File: config.mk
export PLATFORM = sky130hd
export DESIGN_NAME = sesft_top
export DESIGN_NICKNAME = d
export VERILOG_FILES = /design/src/include/sesft_pkg.sv /design/src/include/sesft_mode_if.sv /design/src/sesft_mode.sv /design/src/sesft_top.sv
export SDC_FILE = /design/constraint.sdc
export NUM_CORES = 1
export LEC_CHECK = 0
export BUFFER_PORTS_ARGS = -buffer_cell sky130_fd_sc_hd__clkbuf_2
export CAP_MARGIN = 20
export CORE_AREA = 3 3 82 84
export DETAILED_ROUTE_END_ITERATION = 7
export DIE_AREA = 0 0 85 87
export PLACE_DENSITY_LB_ADDON = 0.3
export SLEW_MARGIN = 25
export SYNTH_ARGS = -nofsm -noshare
export SYNTH_HDL_FRONTEND = slang
export SYNTH_SLANG_ARGS = --single-unit
File: constraint.sdc
create_clock -name ref_clk -period 1.96 [get_ports ref_clk]
set_clock_uncertainty 0.1 [all_clocks]
set_input_delay 0.294 -clock ref_clk [delete_from_list [all_inputs] [get_ports ref_clk]]
set_output_delay 0.294 -clock ref_clk [all_outputs]
set_load 0.01 [all_outputs]
File: src/include/sesft_pkg.sv
// constants for the sensor event status and fifo trigger block
// assumes one ref_clk domain and a register port fed by the serial decoder
// Behaviour
// - in trigger mode, an enabled source flag rising freezes fifo sample storage
// - trigger config has five separate enables, all reset to zero
// - gate error flag sets on a detected gate error, clears when fifo empties
// - five-bit elapsed field counts odr periods since gate error, zeroed on clear
// - mode field always tracks the current operating mode
// - eight source bits read one when their function asserted, reset zero
// - source register read clears only the vector-magnitude bit
// - sleep-wake bit sets on a transition event, clears on mode register read
// - enter sleep after inactivity beyond limit, wake on selected event
// - fifo bit sets on overflow or watermark, clears on fifo status read
// - transient bit sets on event-active with enable, clears on its source read
// - orientation bit sets on change with enable, clears on orientation status read
// - tap bit sets on pulse event-active with enable, clears on pulse source read
// - freefall/motion bit sets on its event-active with enable, clears on its read
// - vector-magnitude bit clears on a read of the source register
// - new-sample bit follows accel or magnetic data, clears on matching data read
package sesft_pkg;
  localparam logic [7:0] SESFT_FTRIG_OFS = 8'h0a;
  localparam logic [7:0] SESFT_MODE_STAT_OFS = 8'h0b;
  localparam logic [7:0] SESFT_INT_SRC_OFS = 8'h0c;
  localparam logic [7:0] SESFT_FTRIG_RST = 8'h00;
  localparam logic [7:0] SESFT_INT_SRC_RST = 8'h00;
  localparam logic [7:0] SESFT_TRIG_MASK = 8'h3e;
  // source bit positions; trigger enables share positions 5..1
  localparam int SESFT_B_ASLP = 7;
  localparam int SESFT_B_FIFO = 6;
  localparam int SESFT_B_TRANS = 5;
  localparam int SESFT_B_ORIENT = 4;
  localparam int SESFT_B_PULSE = 3;
  localparam int SESFT_B_FFMT = 2;
  localparam int SESFT_B_AVECM = 1;
  localparam int SESFT_B_DRDY = 0;
  localparam int SESFT_B_FGERR = 7;
  localparam int SESFT_FGT_LSB = 2;
  localparam int SESFT_FGT_W = 5;
  localparam logic [4:0] SESFT_FGT_MAX = 5'h1f;
  localparam logic [1:0] SESFT_MODE_STANDBY = 2'h0;
  localparam logic [1:0] SESFT_MODE_WAKE = 2'h1;
  localparam logic [1:0] SESFT_MODE_SLEEP = 2'h2;
  localparam int SESFT_ASLP_CNT_W = 8;
  typedef enum logic [2:0] {
    SESFT_ST_STANDBY = 3'b001,
    SESFT_ST_WAKE = 3'b010,
    SESFT_ST_SLEEP = 3'b100
  } sesft_state_t;
endpackage

File: src/include/sesft_mode_if.sv
// signals between the status logic and the auto-sleep mode tracker
// assumes both ends run on ref_clk
`timescale 1ns/1ns
`default_nettype none
interface sesft_mode_if #(parameter int CNT_W = 8);
  logic active;
  logic auto_sleep_en;
  logic [CNT_W-1:0] aslp_limit;
  logic odr_tick;
  logic wake_event;
  logic [1:0] mode;
  logic aslp_evt;
  logic in_sleep;
  modport ctrl (output active, auto_sleep_en, aslp_limit, odr_tick, wake_event,
    input mode, aslp_evt, in_sleep);
  modport tracker (input active, auto_sleep_en, aslp_limit, odr_tick, wake_event,
    output mode, aslp_evt, in_sleep);
endinterface
`default_nettype wire

File: src/sesft_mode.sv
// auto-sleep / auto-wake mode tracker
// assumes odr_tick is a one-cycle pulse per output-data-rate period
`timescale 1ns/1ns
`default_nettype none
module sesft_mode import sesft_pkg::*; #(
  parameter int CNT_W = SESFT_ASLP_CNT_W
) (
  input wire logic ref_clk,
  input wire logic rst_n,
  sesft_mode_if.tracker mif
);
  sesft_state_t state, next_state;
  logic [CNT_W-1:0] idle_cnt, next_idle_cnt;
  logic [1:0] next_mode;
  logic next_aslp_evt;

  always_comb begin
    next_state = state;
    next_idle_cnt = idle_cnt;
    next_aslp_evt = 1'b0;
    unique case (state)
      SESFT_ST_STANDBY: begin
        next_idle_cnt = '0;
        if (mif.active) next_state = SESFT_ST_WAKE;
      end
      SESFT_ST_WAKE: begin
        if (mif.wake_event || !mif.auto_sleep_en) begin
          next_idle_cnt = '0;
        end else if (idle_cnt > mif.aslp_limit) begin
          next_state = SESFT_ST_SLEEP;
          next_aslp_evt = 1'b1;
          next_idle_cnt = '0;
        end else if (mif.odr_tick && idle_cnt != '1) begin
          next_idle_cnt = idle_cnt + 1'b1;
        end
      end
      SESFT_ST_SLEEP: begin
        if (mif.wake_event) begin
          next_state = SESFT_ST_WAKE;
          next_aslp_evt = 1'b1;
        end
      end
      default: next_state = SESFT_ST_STANDBY;
    endcase
    // standby overrides everything, a transition event is not raised for it
    if (!mif.active) begin
      next_state = SESFT_ST_STANDBY;
      next_aslp_evt = 1'b0;
    end
    unique case (next_state)
      SESFT_ST_WAKE: next_mode = SESFT_MODE_WAKE;
      SESFT_ST_SLEEP: next_mode = SESFT_MODE_SLEEP;
      default: next_mode = SESFT_MODE_STANDBY;
    endcase
  end

  always_ff @(posedge ref_clk or negedge rst_n) begin
    if (!rst_n) begin
      state <= SESFT_ST_STANDBY;
      idle_cnt <= '0;
      mif.mode <= SESFT_MODE_STANDBY;
      mif.aslp_evt <= 1'b0;
      mif.in_sleep <= 1'b0;
    end else begin
      state <= next_state;
      idle_cnt <= next_idle_cnt;
      mif.mode <= next_mode;
      mif.aslp_evt <= next_aslp_evt;
      mif.in_sleep <= (next_state == SESFT_ST_SLEEP);
    end
  end
endmodule
`default_nettype wire

File: src/sesft_top.sv
// event status, system mode and fifo trigger logic of the motion sensor
// assumes register strobes, detector flags and read strobes all come from ref_clk logic
`timescale 1ns/1ns
`default_nettype none
module sesft_top import sesft_pkg::*; #(
  parameter int CNT_W = SESFT_ASLP_CNT_W
) (
  input wire logic ref_clk,
  input wire logic rst_n,
  input wire logic [7:0] reg_addr,
  input wire logic [7:0] reg_wdata,
  input wire logic reg_wr,
  input wire logic reg_rd,
  output logic [7:0] reg_rdata,
  input wire logic active_req,
  input wire logic auto_sleep_en,
  input wire logic [CNT_W-1:0] aslp_limit,
  input wire logic odr_tick,
  input wire logic wake_event,
  input wire logic fifo_trig_mode,
  input wire logic fifo_gate_err,
  input wire logic fifo_empty,
  input wire logic fifo_evt,
  input wire logic trans_event_active,
  input wire logic trans_int_en,
  input wire logic orient_newlp,
  input wire logic orient_int_en,
  input wire logic pulse_event_active,
  input wire logic pulse_int_en,
  input wire logic ffmt_event_active,
  input wire logic ffmt_int_en,
  input wire logic a_vecm_evt,
  input wire logic a_vecm_int_en,
  input wire logic accel_drdy,
  input wire logic mag_drdy,
  input wire logic mag_or_hybrid,
  input wire logic rd_fifo_status,
  input wire logic rd_trans_src,
  input wire logic rd_orientation_status_reg,
  input wire logic rd_pulse_src,
  input wire logic rd_ffmt_src,
  input wire logic rd_accel_data,
  input wire logic rd_mag_data,
  output logic fifo_freeze,
  output logic [7:0] int_source,
  output logic sleep_rate_sel
);
  sesft_mode_if #(.CNT_W(CNT_W)) mif ();

  assign mif.active = active_req;
  assign mif.auto_sleep_en = auto_sleep_en;
  assign mif.aslp_limit = aslp_limit;
  assign mif.odr_tick = odr_tick;
  assign mif.wake_event = wake_event;

  sesft_mode #(.CNT_W(CNT_W)) u_mode (
    .ref_clk(ref_clk),
    .rst_n(rst_n),
    .mif(mif.tracker)
  );

  logic [7:0] fifo_trig_en, next_fifo_trig_en;
  logic fgerr, next_fgerr;
  logic [SESFT_FGT_W-1:0] fgt, next_fgt;
  logic [7:0] next_int_source, set_v, clr_v;
  logic next_fifo_freeze;
  logic [7:0] next_reg_rdata;
  logic rd_mode_stat, rd_int_src;

  // register port
  always_comb begin
    rd_mode_stat = reg_rd && reg_addr == SESFT_MODE_STAT_OFS;
    rd_int_src = reg_rd && reg_addr == SESFT_INT_SRC_OFS;
    next_fifo_trig_en = fifo_trig_en;
    if (reg_wr && reg_addr == SESFT_FTRIG_OFS) begin
      next_fifo_trig_en = reg_wdata & SESFT_TRIG_MASK;
    end
    next_reg_rdata = reg_rdata;
    if (reg_rd) begin
      unique case (reg_addr)
        SESFT_FTRIG_OFS: next_reg_rdata = fifo_trig_en;
        SESFT_MODE_STAT_OFS: next_reg_rdata = {fgerr, fgt, mif.mode};
        SESFT_INT_SRC_OFS: next_reg_rdata = int_source;
        default: next_reg_rdata = 8'h00;
      endcase
    end
  end

  // source flags: set wins over a clear in the same cycle
  always_comb begin
    set_v = 8'h00;
    clr_v = 8'h00;
    set_v[SESFT_B_ASLP] = mif.aslp_evt;
    clr_v[SESFT_B_ASLP] = rd_mode_stat;
    set_v[SESFT_B_FIFO] = fifo_evt;
    clr_v[SESFT_B_FIFO] = rd_fifo_status;
    set_v[SESFT_B_TRANS] = trans_event_active && trans_int_en;
    clr_v[SESFT_B_TRANS] = rd_trans_src;
    set_v[SESFT_B_ORIENT] = orient_newlp && orient_int_en;
    clr_v[SESFT_B_ORIENT] = rd_orientation_status_reg;
    set_v[SESFT_B_PULSE] = pulse_event_active && pulse_int_en;
    clr_v[SESFT_B_PULSE] = rd_pulse_src;
    set_v[SESFT_B_FFMT] = ffmt_event_active && ffmt_int_en;
    clr_v[SESFT_B_FFMT] = rd_ffmt_src;
    set_v[SESFT_B_AVECM] = a_vecm_evt && a_vecm_int_en;
    clr_v[SESFT_B_AVECM] = rd_int_src;
    // in hybrid the magnetic readout is the one that drains the new-sample flag
    set_v[SESFT_B_DRDY] = mag_or_hybrid ? mag_drdy : accel_drdy;
    clr_v[SESFT_B_DRDY] = mag_or_hybrid ? rd_mag_data : rd_accel_data;
    next_int_source = set_v | (int_source & ~clr_v);
  end

  // trigger gate and gate error timer
  always_comb begin
    next_fifo_freeze = fifo_freeze;
    // only a flag that newly sets gates the fifo, stale flags do not re-arm it
    if (fifo_trig_mode && |(fifo_trig_en & set_v & ~int_source)) begin
      next_fifo_freeze = 1'b1;
    end else if (!fifo_trig_mode) begin
      next_fifo_freeze = 1'b0;
    end
    next_fgerr = fgerr;
    next_fgt = fgt;
    if (fifo_gate_err) begin
      next_fgerr = 1'b1;
    end else if (fifo_empty) begin
      next_fgerr = 1'b0;
    end
    if (!next_fgerr) begin
      next_fgt = '0;
    end else if (fgerr && odr_tick && fgt != SESFT_FGT_MAX) begin
      next_fgt = fgt + 1'b1;
    end
  end

  always_ff @(posedge ref_clk or negedge rst_n) begin
    if (!rst_n) begin
      fifo_trig_en <= SESFT_FTRIG_RST;
      int_source <= SESFT_INT_SRC_RST;
      fgerr <= 1'b0;
      fgt <= '0;
      fifo_freeze <= 1'b0;
      reg_rdata <= 8'h00;
      sleep_rate_sel <= 1'b0;
    end else begin
      fifo_trig_en <= next_fifo_trig_en;
      int_source <= next_int_source;
      fgerr <= next_fgerr;
      fgt <= next_fgt;
      fifo_freeze <= next_fifo_freeze;
      reg_rdata <= next_reg_rdata;
      sleep_rate_sel <= mif.in_sleep;
    end
  end
endmodule
`default_nettype wire

==> results of run 1 <==
cell families after synthesis:
group / after synthesis / share of synthesized area, %
multiplexers: 6 / 2.97
flip-flops: 43 / 47.3
adder cells (fa/ha/maj): 11 / 6.05
AO/OA/AOI/OAI: 67 / 18.9
XOR/XNOR: 4 / 1.54
AND/OR/NAND/NOR: 76 / 18.8
buffers and inverters: 26 / 4.40
state kept, by name, indices dropped and copies added (netlist names):
register             cells
u_mode.mif.mode          1
fifo_trig_en             5
reg_rdata                8
u_mode.mif.aslp_evt      1
u_mode.idle_cnt          8
fifo_freeze              1
sleep_rate_sel           1
u_mode.mif.in_sleep      1
fgerr                    1
u_mode.state             3
int_source               8
fgt                      5
stage by stage:
step                      power, W  std cells  hold WS [ps]  setup TNS (ps)
final                      0.00210        404          82.0            -231
after global routing       0.00221        404          76.8            -904
after CTS                  0.00212        404          77.1            -209
after detailed placement   0.00130        395           306            -501
after global placement     0.00129        395           306            -245
after floorplan            0.00114        233          -102               0
cell usage in the layout (no fill, tap or decap), types with 2 or more instances in the layout:
| cell type | count |
|---|---|
| clkbuf_2 | 70 |
| dfrtp_1 | 42 |
| nand2_1 | 22 |
| inv_1 | 21 |
| buf_4 | 21 |
| a21oi_1 | 17 |
| o21ai_1 | 13 |
| nor2_1 | 8 |
| a22oi_1 | 8 |
| ha_1 | 8 |
| nand4_1 | 7 |
| o21ai_0 | 7 |
| nor2b_1 | 7 |
| nand2b_1 | 5 |
| nor3b_1 | 5 |
| a21o_1 | 5 |
| mux2_1 | 5 |
| clkbuf_8 | 5 |
| a22o_1 | 4 |
| xor2_1 | 3 |
| nand3_1 | 3 |
| and3_1 | 3 |
| and2_1 | 3 |
| o22ai_1 | 3 |
| o211ai_1 | 2 |
| and3_4 | 2 |
| ha_4 | 2 |
| bufinv_16 | 2 |
layout make-up:
type                            count  area (sq um)
Fill cell                         568          2940
Tap cell                           75          93.8
Inverter                           22          82.6
Clock inverter                      2          60.1
Sequential cell                    43          1080
Timing Repair Buffer               92           518
Clock buffer                        6          72.6
Multi-Input combinational cell    164          1140
timing repair:
| item | CTS | global route |
|---|---|---|
| endpoints found under the hold margin | 33 | 0 |
| setup endpoints to repair | 6 | 10 |
| hold buffers | 1 | 0 |
| resized for setup | 1 | 5 |
worst max-delay path, cell delays in order, from the launching register on:
cell      delay, ps
dfrtp_1         420
ha_4            270
nor2b_1         120
o211ai_1         90
a211o_1         300
nand3_2         110
buf_4           150
o21ai_1         100
mux2_2          270
routing by layer:
layer	share of wire, %	vias to the layer above	wire [microns]	track usage [%]
met2	48	57	2570	26.3
li1	-	1020	-	-
met4	0.73	0	39	2.59
met1	45	913	2380	19.9
met3	6.3	5	338	3.78
met5	0	-	0	0
power breakdown:
part           total, W  switching (W)  leakage (nW)  internal, W
clock network  0.000805       0.000296        0.0654     0.000509
registers      0.000968      0.0000363         0.571     0.000932
logic          0.000325       0.000178         0.918     0.000148
total           0.00210       0.000510          1.55      0.00159
cells in the mapped netlist, types with 2 or more instances:
cell type  count
a21o_1         5
a21oi_1       17
a221oi_1       2
a22o_1         4
a22oi_1        8
and2_1         3
and3_1         3
and3_4         2
buf_2          2
clkbuf_1       2
dfrtp_1       42
ha_1          11
inv_1         21
mux2_1         5
nand2_1       22
nand2b_1       5
nand3_1        4
nand4_1        7
nor2_1         9
nor2b_1        7
nor3b_1        5
o211ai_1       2
o21ai_0        7
o21ai_1       13
o22ai_1        3
xor2_1         3
worst min path at each step:
stage / end / depth (start not counted) / slack (ps)
finish: int_source[2] / 2 / 80
detailed placement: fifo_freeze / 2 / 310
floorplan: fgerr / 0 / -100
CTS: int_source[0] / 2 / 80
global route: int_source[0] / 2 / 80
global placement: fifo_freeze / 2 / 310
==> metrics, run 1 <==
CTS tree built; antenna violations before repair 0; Startpoint Class flip-flop; leak pwr 1.55 nW; Tmin final ~2000 ps; Least-Margin Pin Slew 545 ps; overall routing resource usage 15.3%; share of cells above drive strength 1 34.3%; first-pass GRT wire length around 9.2 mm; ys flop type dfrtp_1; Initial Utilization between 30 and 40%; Synth Area per Inst 9.77 sq um; area grow syn2layout 34.0%; post-route cell area between 3000 and 4000 sq um; Final GP Congestion roughly 0.76; YS warnings 0; internal reg-to-reg setup slack -90 ps; Crit. End Element flip-flop; CTS buffer count 5; Root Buffer clkbuf_8; Peak VDD IR around 0.00046 V; Setup-failing EPs final 6; final worst setup slack -89.6 ps; reg2reg start u_mode.idle_cnt[1]; post-CTS setup buffer count 0; number of I/O port buffers 70; dpl cell area between 2000 and 3000 sq um; # IOs 74; asr flop ratio synth 100%; R2R cell count 8; initial drt markers 95; aggregate routed wire length ~5.3 mm; via count of the first global-routing pass approximately 2000; fin util 50.9%; Clock Latency Late Sink around 290 ps; Rows 28; synthesized flop and latch total between 40 and 50; Max Freq a little under 500 MHz; Power Density between 600 and 700 nW/um^2; synth unique cells between 40 and 50; sequential area share after synthesis a little under half; H-tree depth 2; Slew Limit Fails 0; top cell type's share of synthesized area roughly 46%; status finished with violations; crit path from u_mode.idle_cnt[1]; CP Max Fanout 5; Hold WC Path Type primary input to flip-flop; top cells by area, synth dfrtp_1, ha_1, a21oi_1; failing checks setup timing; Synth area leader dfrtp_1; clk slew on worst S/H paths ~80 ps; vias per cell about 4.9; largest net degree at the start of global routing 44; Max-Cap Viols 0; reg2reg end u_mode.idle_cnt[0]; cells after synthesis about 230; # DRC 0; Post-DRT Antenna Nets 0; total number of vias between 1500 and 2000; n_diodes 0; DR pass1 iterations 4; Layout Nets around 400; GRT overflow 0; dpl hpwl between 4 and 5 mm; Slew HR between 60% and 70%; Worst Path Arrival approximately 2100 ps; Post-synth EDFFs 0; final hold vios 0; Clock Sink Count 43; Die Y-Extent 87 microns; unrepaired setup endpoints after global routing yes; syn nets 300; cell area after synthesis between 2000 and 2500 sq um; CP required 2040 ps; core area around 6000 sq um; die width 85 microns; die area between 7000 and 8000 sq um; drt wl/cell ~13 microns; setup slack at placement -121 ps; clock tree buffer depth 2; critical path class flip-flop to flip-flop; fin crit share 105%; Critical Path End u_mode.idle_cnt[0]; Hold Startpoint rd_ffmt_src
No activity file was read; power rests on OpenSTA's default activity.
==> run 2, diff against run 1 <==
--- a/config.mk
+++ b/config.mk
@@ -11,6 +11,7 @@
 export DETAILED_ROUTE_END_ITERATION = 7
 export DIE_AREA = 0 0 85 87
 export PLACE_DENSITY_LB_ADDON = 0.3
+export RECOVER_POWER = 50
 export SLEW_MARGIN = 25
 export SYNTH_ARGS = -nofsm -noshare
 export SYNTH_HDL_FRONTEND = slang
==> metrics, run 2 (same netlist as run 1, synthesis figures left out) <==
status finished with violations; failing checks setup timing; setup slack at placement -121 ps (unchanged); Rows 28 (unchanged); Peak VDD IR 0.000463 V (about the same); clock tree buffer depth 2 (unchanged); Worst Path Arrival 2130 ps (about the same); post-route cell area 3040 sq um (-0.29%); final worst setup slack -89.6 ps (-0.0200 ps); core area 5990 sq um (unchanged); DR pass1 iterations 4 (unchanged); Max Freq 488 MHz (about the same); via count of the first global-routing pass 2055 (unchanged); dpl hpwl 4.23 mm (unchanged); Hold Startpoint rd_ffmt_src; hold_ws 82.0 ps (unchanged); post-CTS setup buffer count 0 (unchanged); Power Density 690 nW/um^2 (+0.24%); Switch Pwr 0.000510 W (about the same); Sw Ratio 24.3% (about the same); aggregate routed wire length 5.33 mm (+0.11%); Layout Nets 395 (unchanged); n_diodes 0 (unchanged); crit path from u_mode.idle_cnt[1]; Initial Utilization 38.0% (unchanged); die width 85 microns (unchanged); Post-DRT Antenna Nets 0 (unchanged); total power 0.00210 W (about the same); critical path class flip-flop to flip-flop; Least-Margin Pin Slew 1070 ps (+528 ps); Gate power share 15.5% (about the same); Flop pwr share 46.2% (about the same); Slew Limit Fails 0 (unchanged); CTS buffer count 5 (unchanged); CP required 2040 ps (about the same); GRT overflow 0 (unchanged); clk slew on worst S/H paths 80 ps (about the same); Root Buffer clkbuf_8; first-pass GRT wire length 9.23 mm (unchanged); Final GP Congestion 0.757 (unchanged); internal power 0.00159 W (about the same); Clock Latency Late Sink 290 ps (about the same); area grow syn2layout 33.6%; largest net degree at the start of global routing 44 (unchanged); CTS tree built; register area 1080 sq um (unchanged); Hold WC Path Type primary input to flip-flop; Slew HR 28.4% (-35 points); reg2reg start u_mode.idle_cnt[1]; FILL cells 570 (+0.35%); unrepaired setup endpoints after global routing yes; Max-Cap Viols 0 (unchanged); drt wl/cell 13.2 microns (+0.11%); initial drt markers 101 (+6.3%); Clock Sink Count 43 (unchanged); final hold vios 0 (unchanged); clock group share of total power 38.4% (about the same); Multi-input gate area 1140 sq um (unchanged); Crit. End Element flip-flop; Tmin final 2050 ps (+0.0200 ps); die area 7400 sq um (unchanged); Startpoint Class flip-flop; dpl cell area 2870 sq um (unchanged); # DRC 0 (unchanged); antenna violations before repair 0 (unchanged); total number of vias 1997 (+0.10%); commonest non-fill, non-tap cell in the layout clkbuf_2; Setup-failing EPs final 6 (unchanged); overall routing resource usage 15.3% (unchanged); vias per cell 4.94 (+0.10%); H-tree depth 2 (unchanged); leak pwr 1.54 nW (-0.73%); Die Y-Extent 87 microns (unchanged); share of cells above drive strength 1 33.4% (-0.91 points); CP Max Fanout 5 (unchanged); leading registers by flop count int_source: 8 flops, reg_rdata: 8 flops, u_mode.idle_cnt: 8 flops; number of I/O port buffers 70 (unchanged); # IOs 74 (unchanged); commonest non-fill, non-tap cells in the layout clkbuf_2, dfrtp_1, nand2_1, inv_1, buf_4; fin crit share 105% (about the same)
-- run 2: power groups by stage --
stage	clock, W	sequential (W)	combinational [W]
floorplan	0	0.000984	0.000154
global placement	0	0.000984	0.000309
detailed placement	0	0.000986	0.000316
CTS	0.000828	0.000969	0.000321
global route	0.000864	0.000976	0.000368
finish	0.000805	0.000969	0.000324
-- run 2: area by class of cell --
| type | instances | share of cell area [%] |
|---|---|---|
| flip-flops and latches | 43 | 35.4 |
| repair buffers | 92 | 16.7 |
| multi-input cells | 164 | 37.7 |
| clock buffers | 6 | 2.39 |
| inverters | 22 | 2.72 |
| well taps | 75 | 3.09 |
| clock inverters | 2 | 1.98 |
-- run 2: worst paths after layout --
kind / end / slack, ps / cells past startpoint
max reg2reg: u_mode.idle_cnt[0] / -90 / 8
min: int_source[2] / 80 / 2
max in group asynchronous: sleep_rate_sel / 390 / 3
min in group asynchronous: fifo_freeze / 710 / 3
max: u_mode.idle_cnt[0] / -90 / 8
min reg2reg: sleep_rate_sel / 330 / 0
-- run 2: stage by stage --
stage          setup TNS (ps)  instances  utilization, %
4_1_cts                  -209        404            50.4
5_1_grt                  -904        404            50.8
3_5_place_dp             -501        395            48.0
3_3_place_gp             -245        395            48.0
6_report                 -231        404            50.8
2_1_floorplan               0        233               -
-- run 2: repair_timing --
item                                   in CTS  in global routing
hold buffers                                1                  0
gates resized for setup                     1                  5
endpoints found under the hold margin      33                  0
setup endpoints to repair                   6                 10
-- run 2: worst max-delay path: stages (launching register included) --
cell and delay, ps:
dfrtp_1 420, ha_4 270, nor2b_1 120, o211ai_1 90
a211o_1 300, nand3_2 110, buf_4 150, o21ai_1 100
mux2_2 270
-- run 2: routing by layer --
metal	vias up	wire length (microns)	GRT usage, %
met1	914	2390	19.9
met4	0	39	2.59
met2	57	2570	26.3
met3	5	338	3.78
li1	1021	-	-
met5	-	0	0
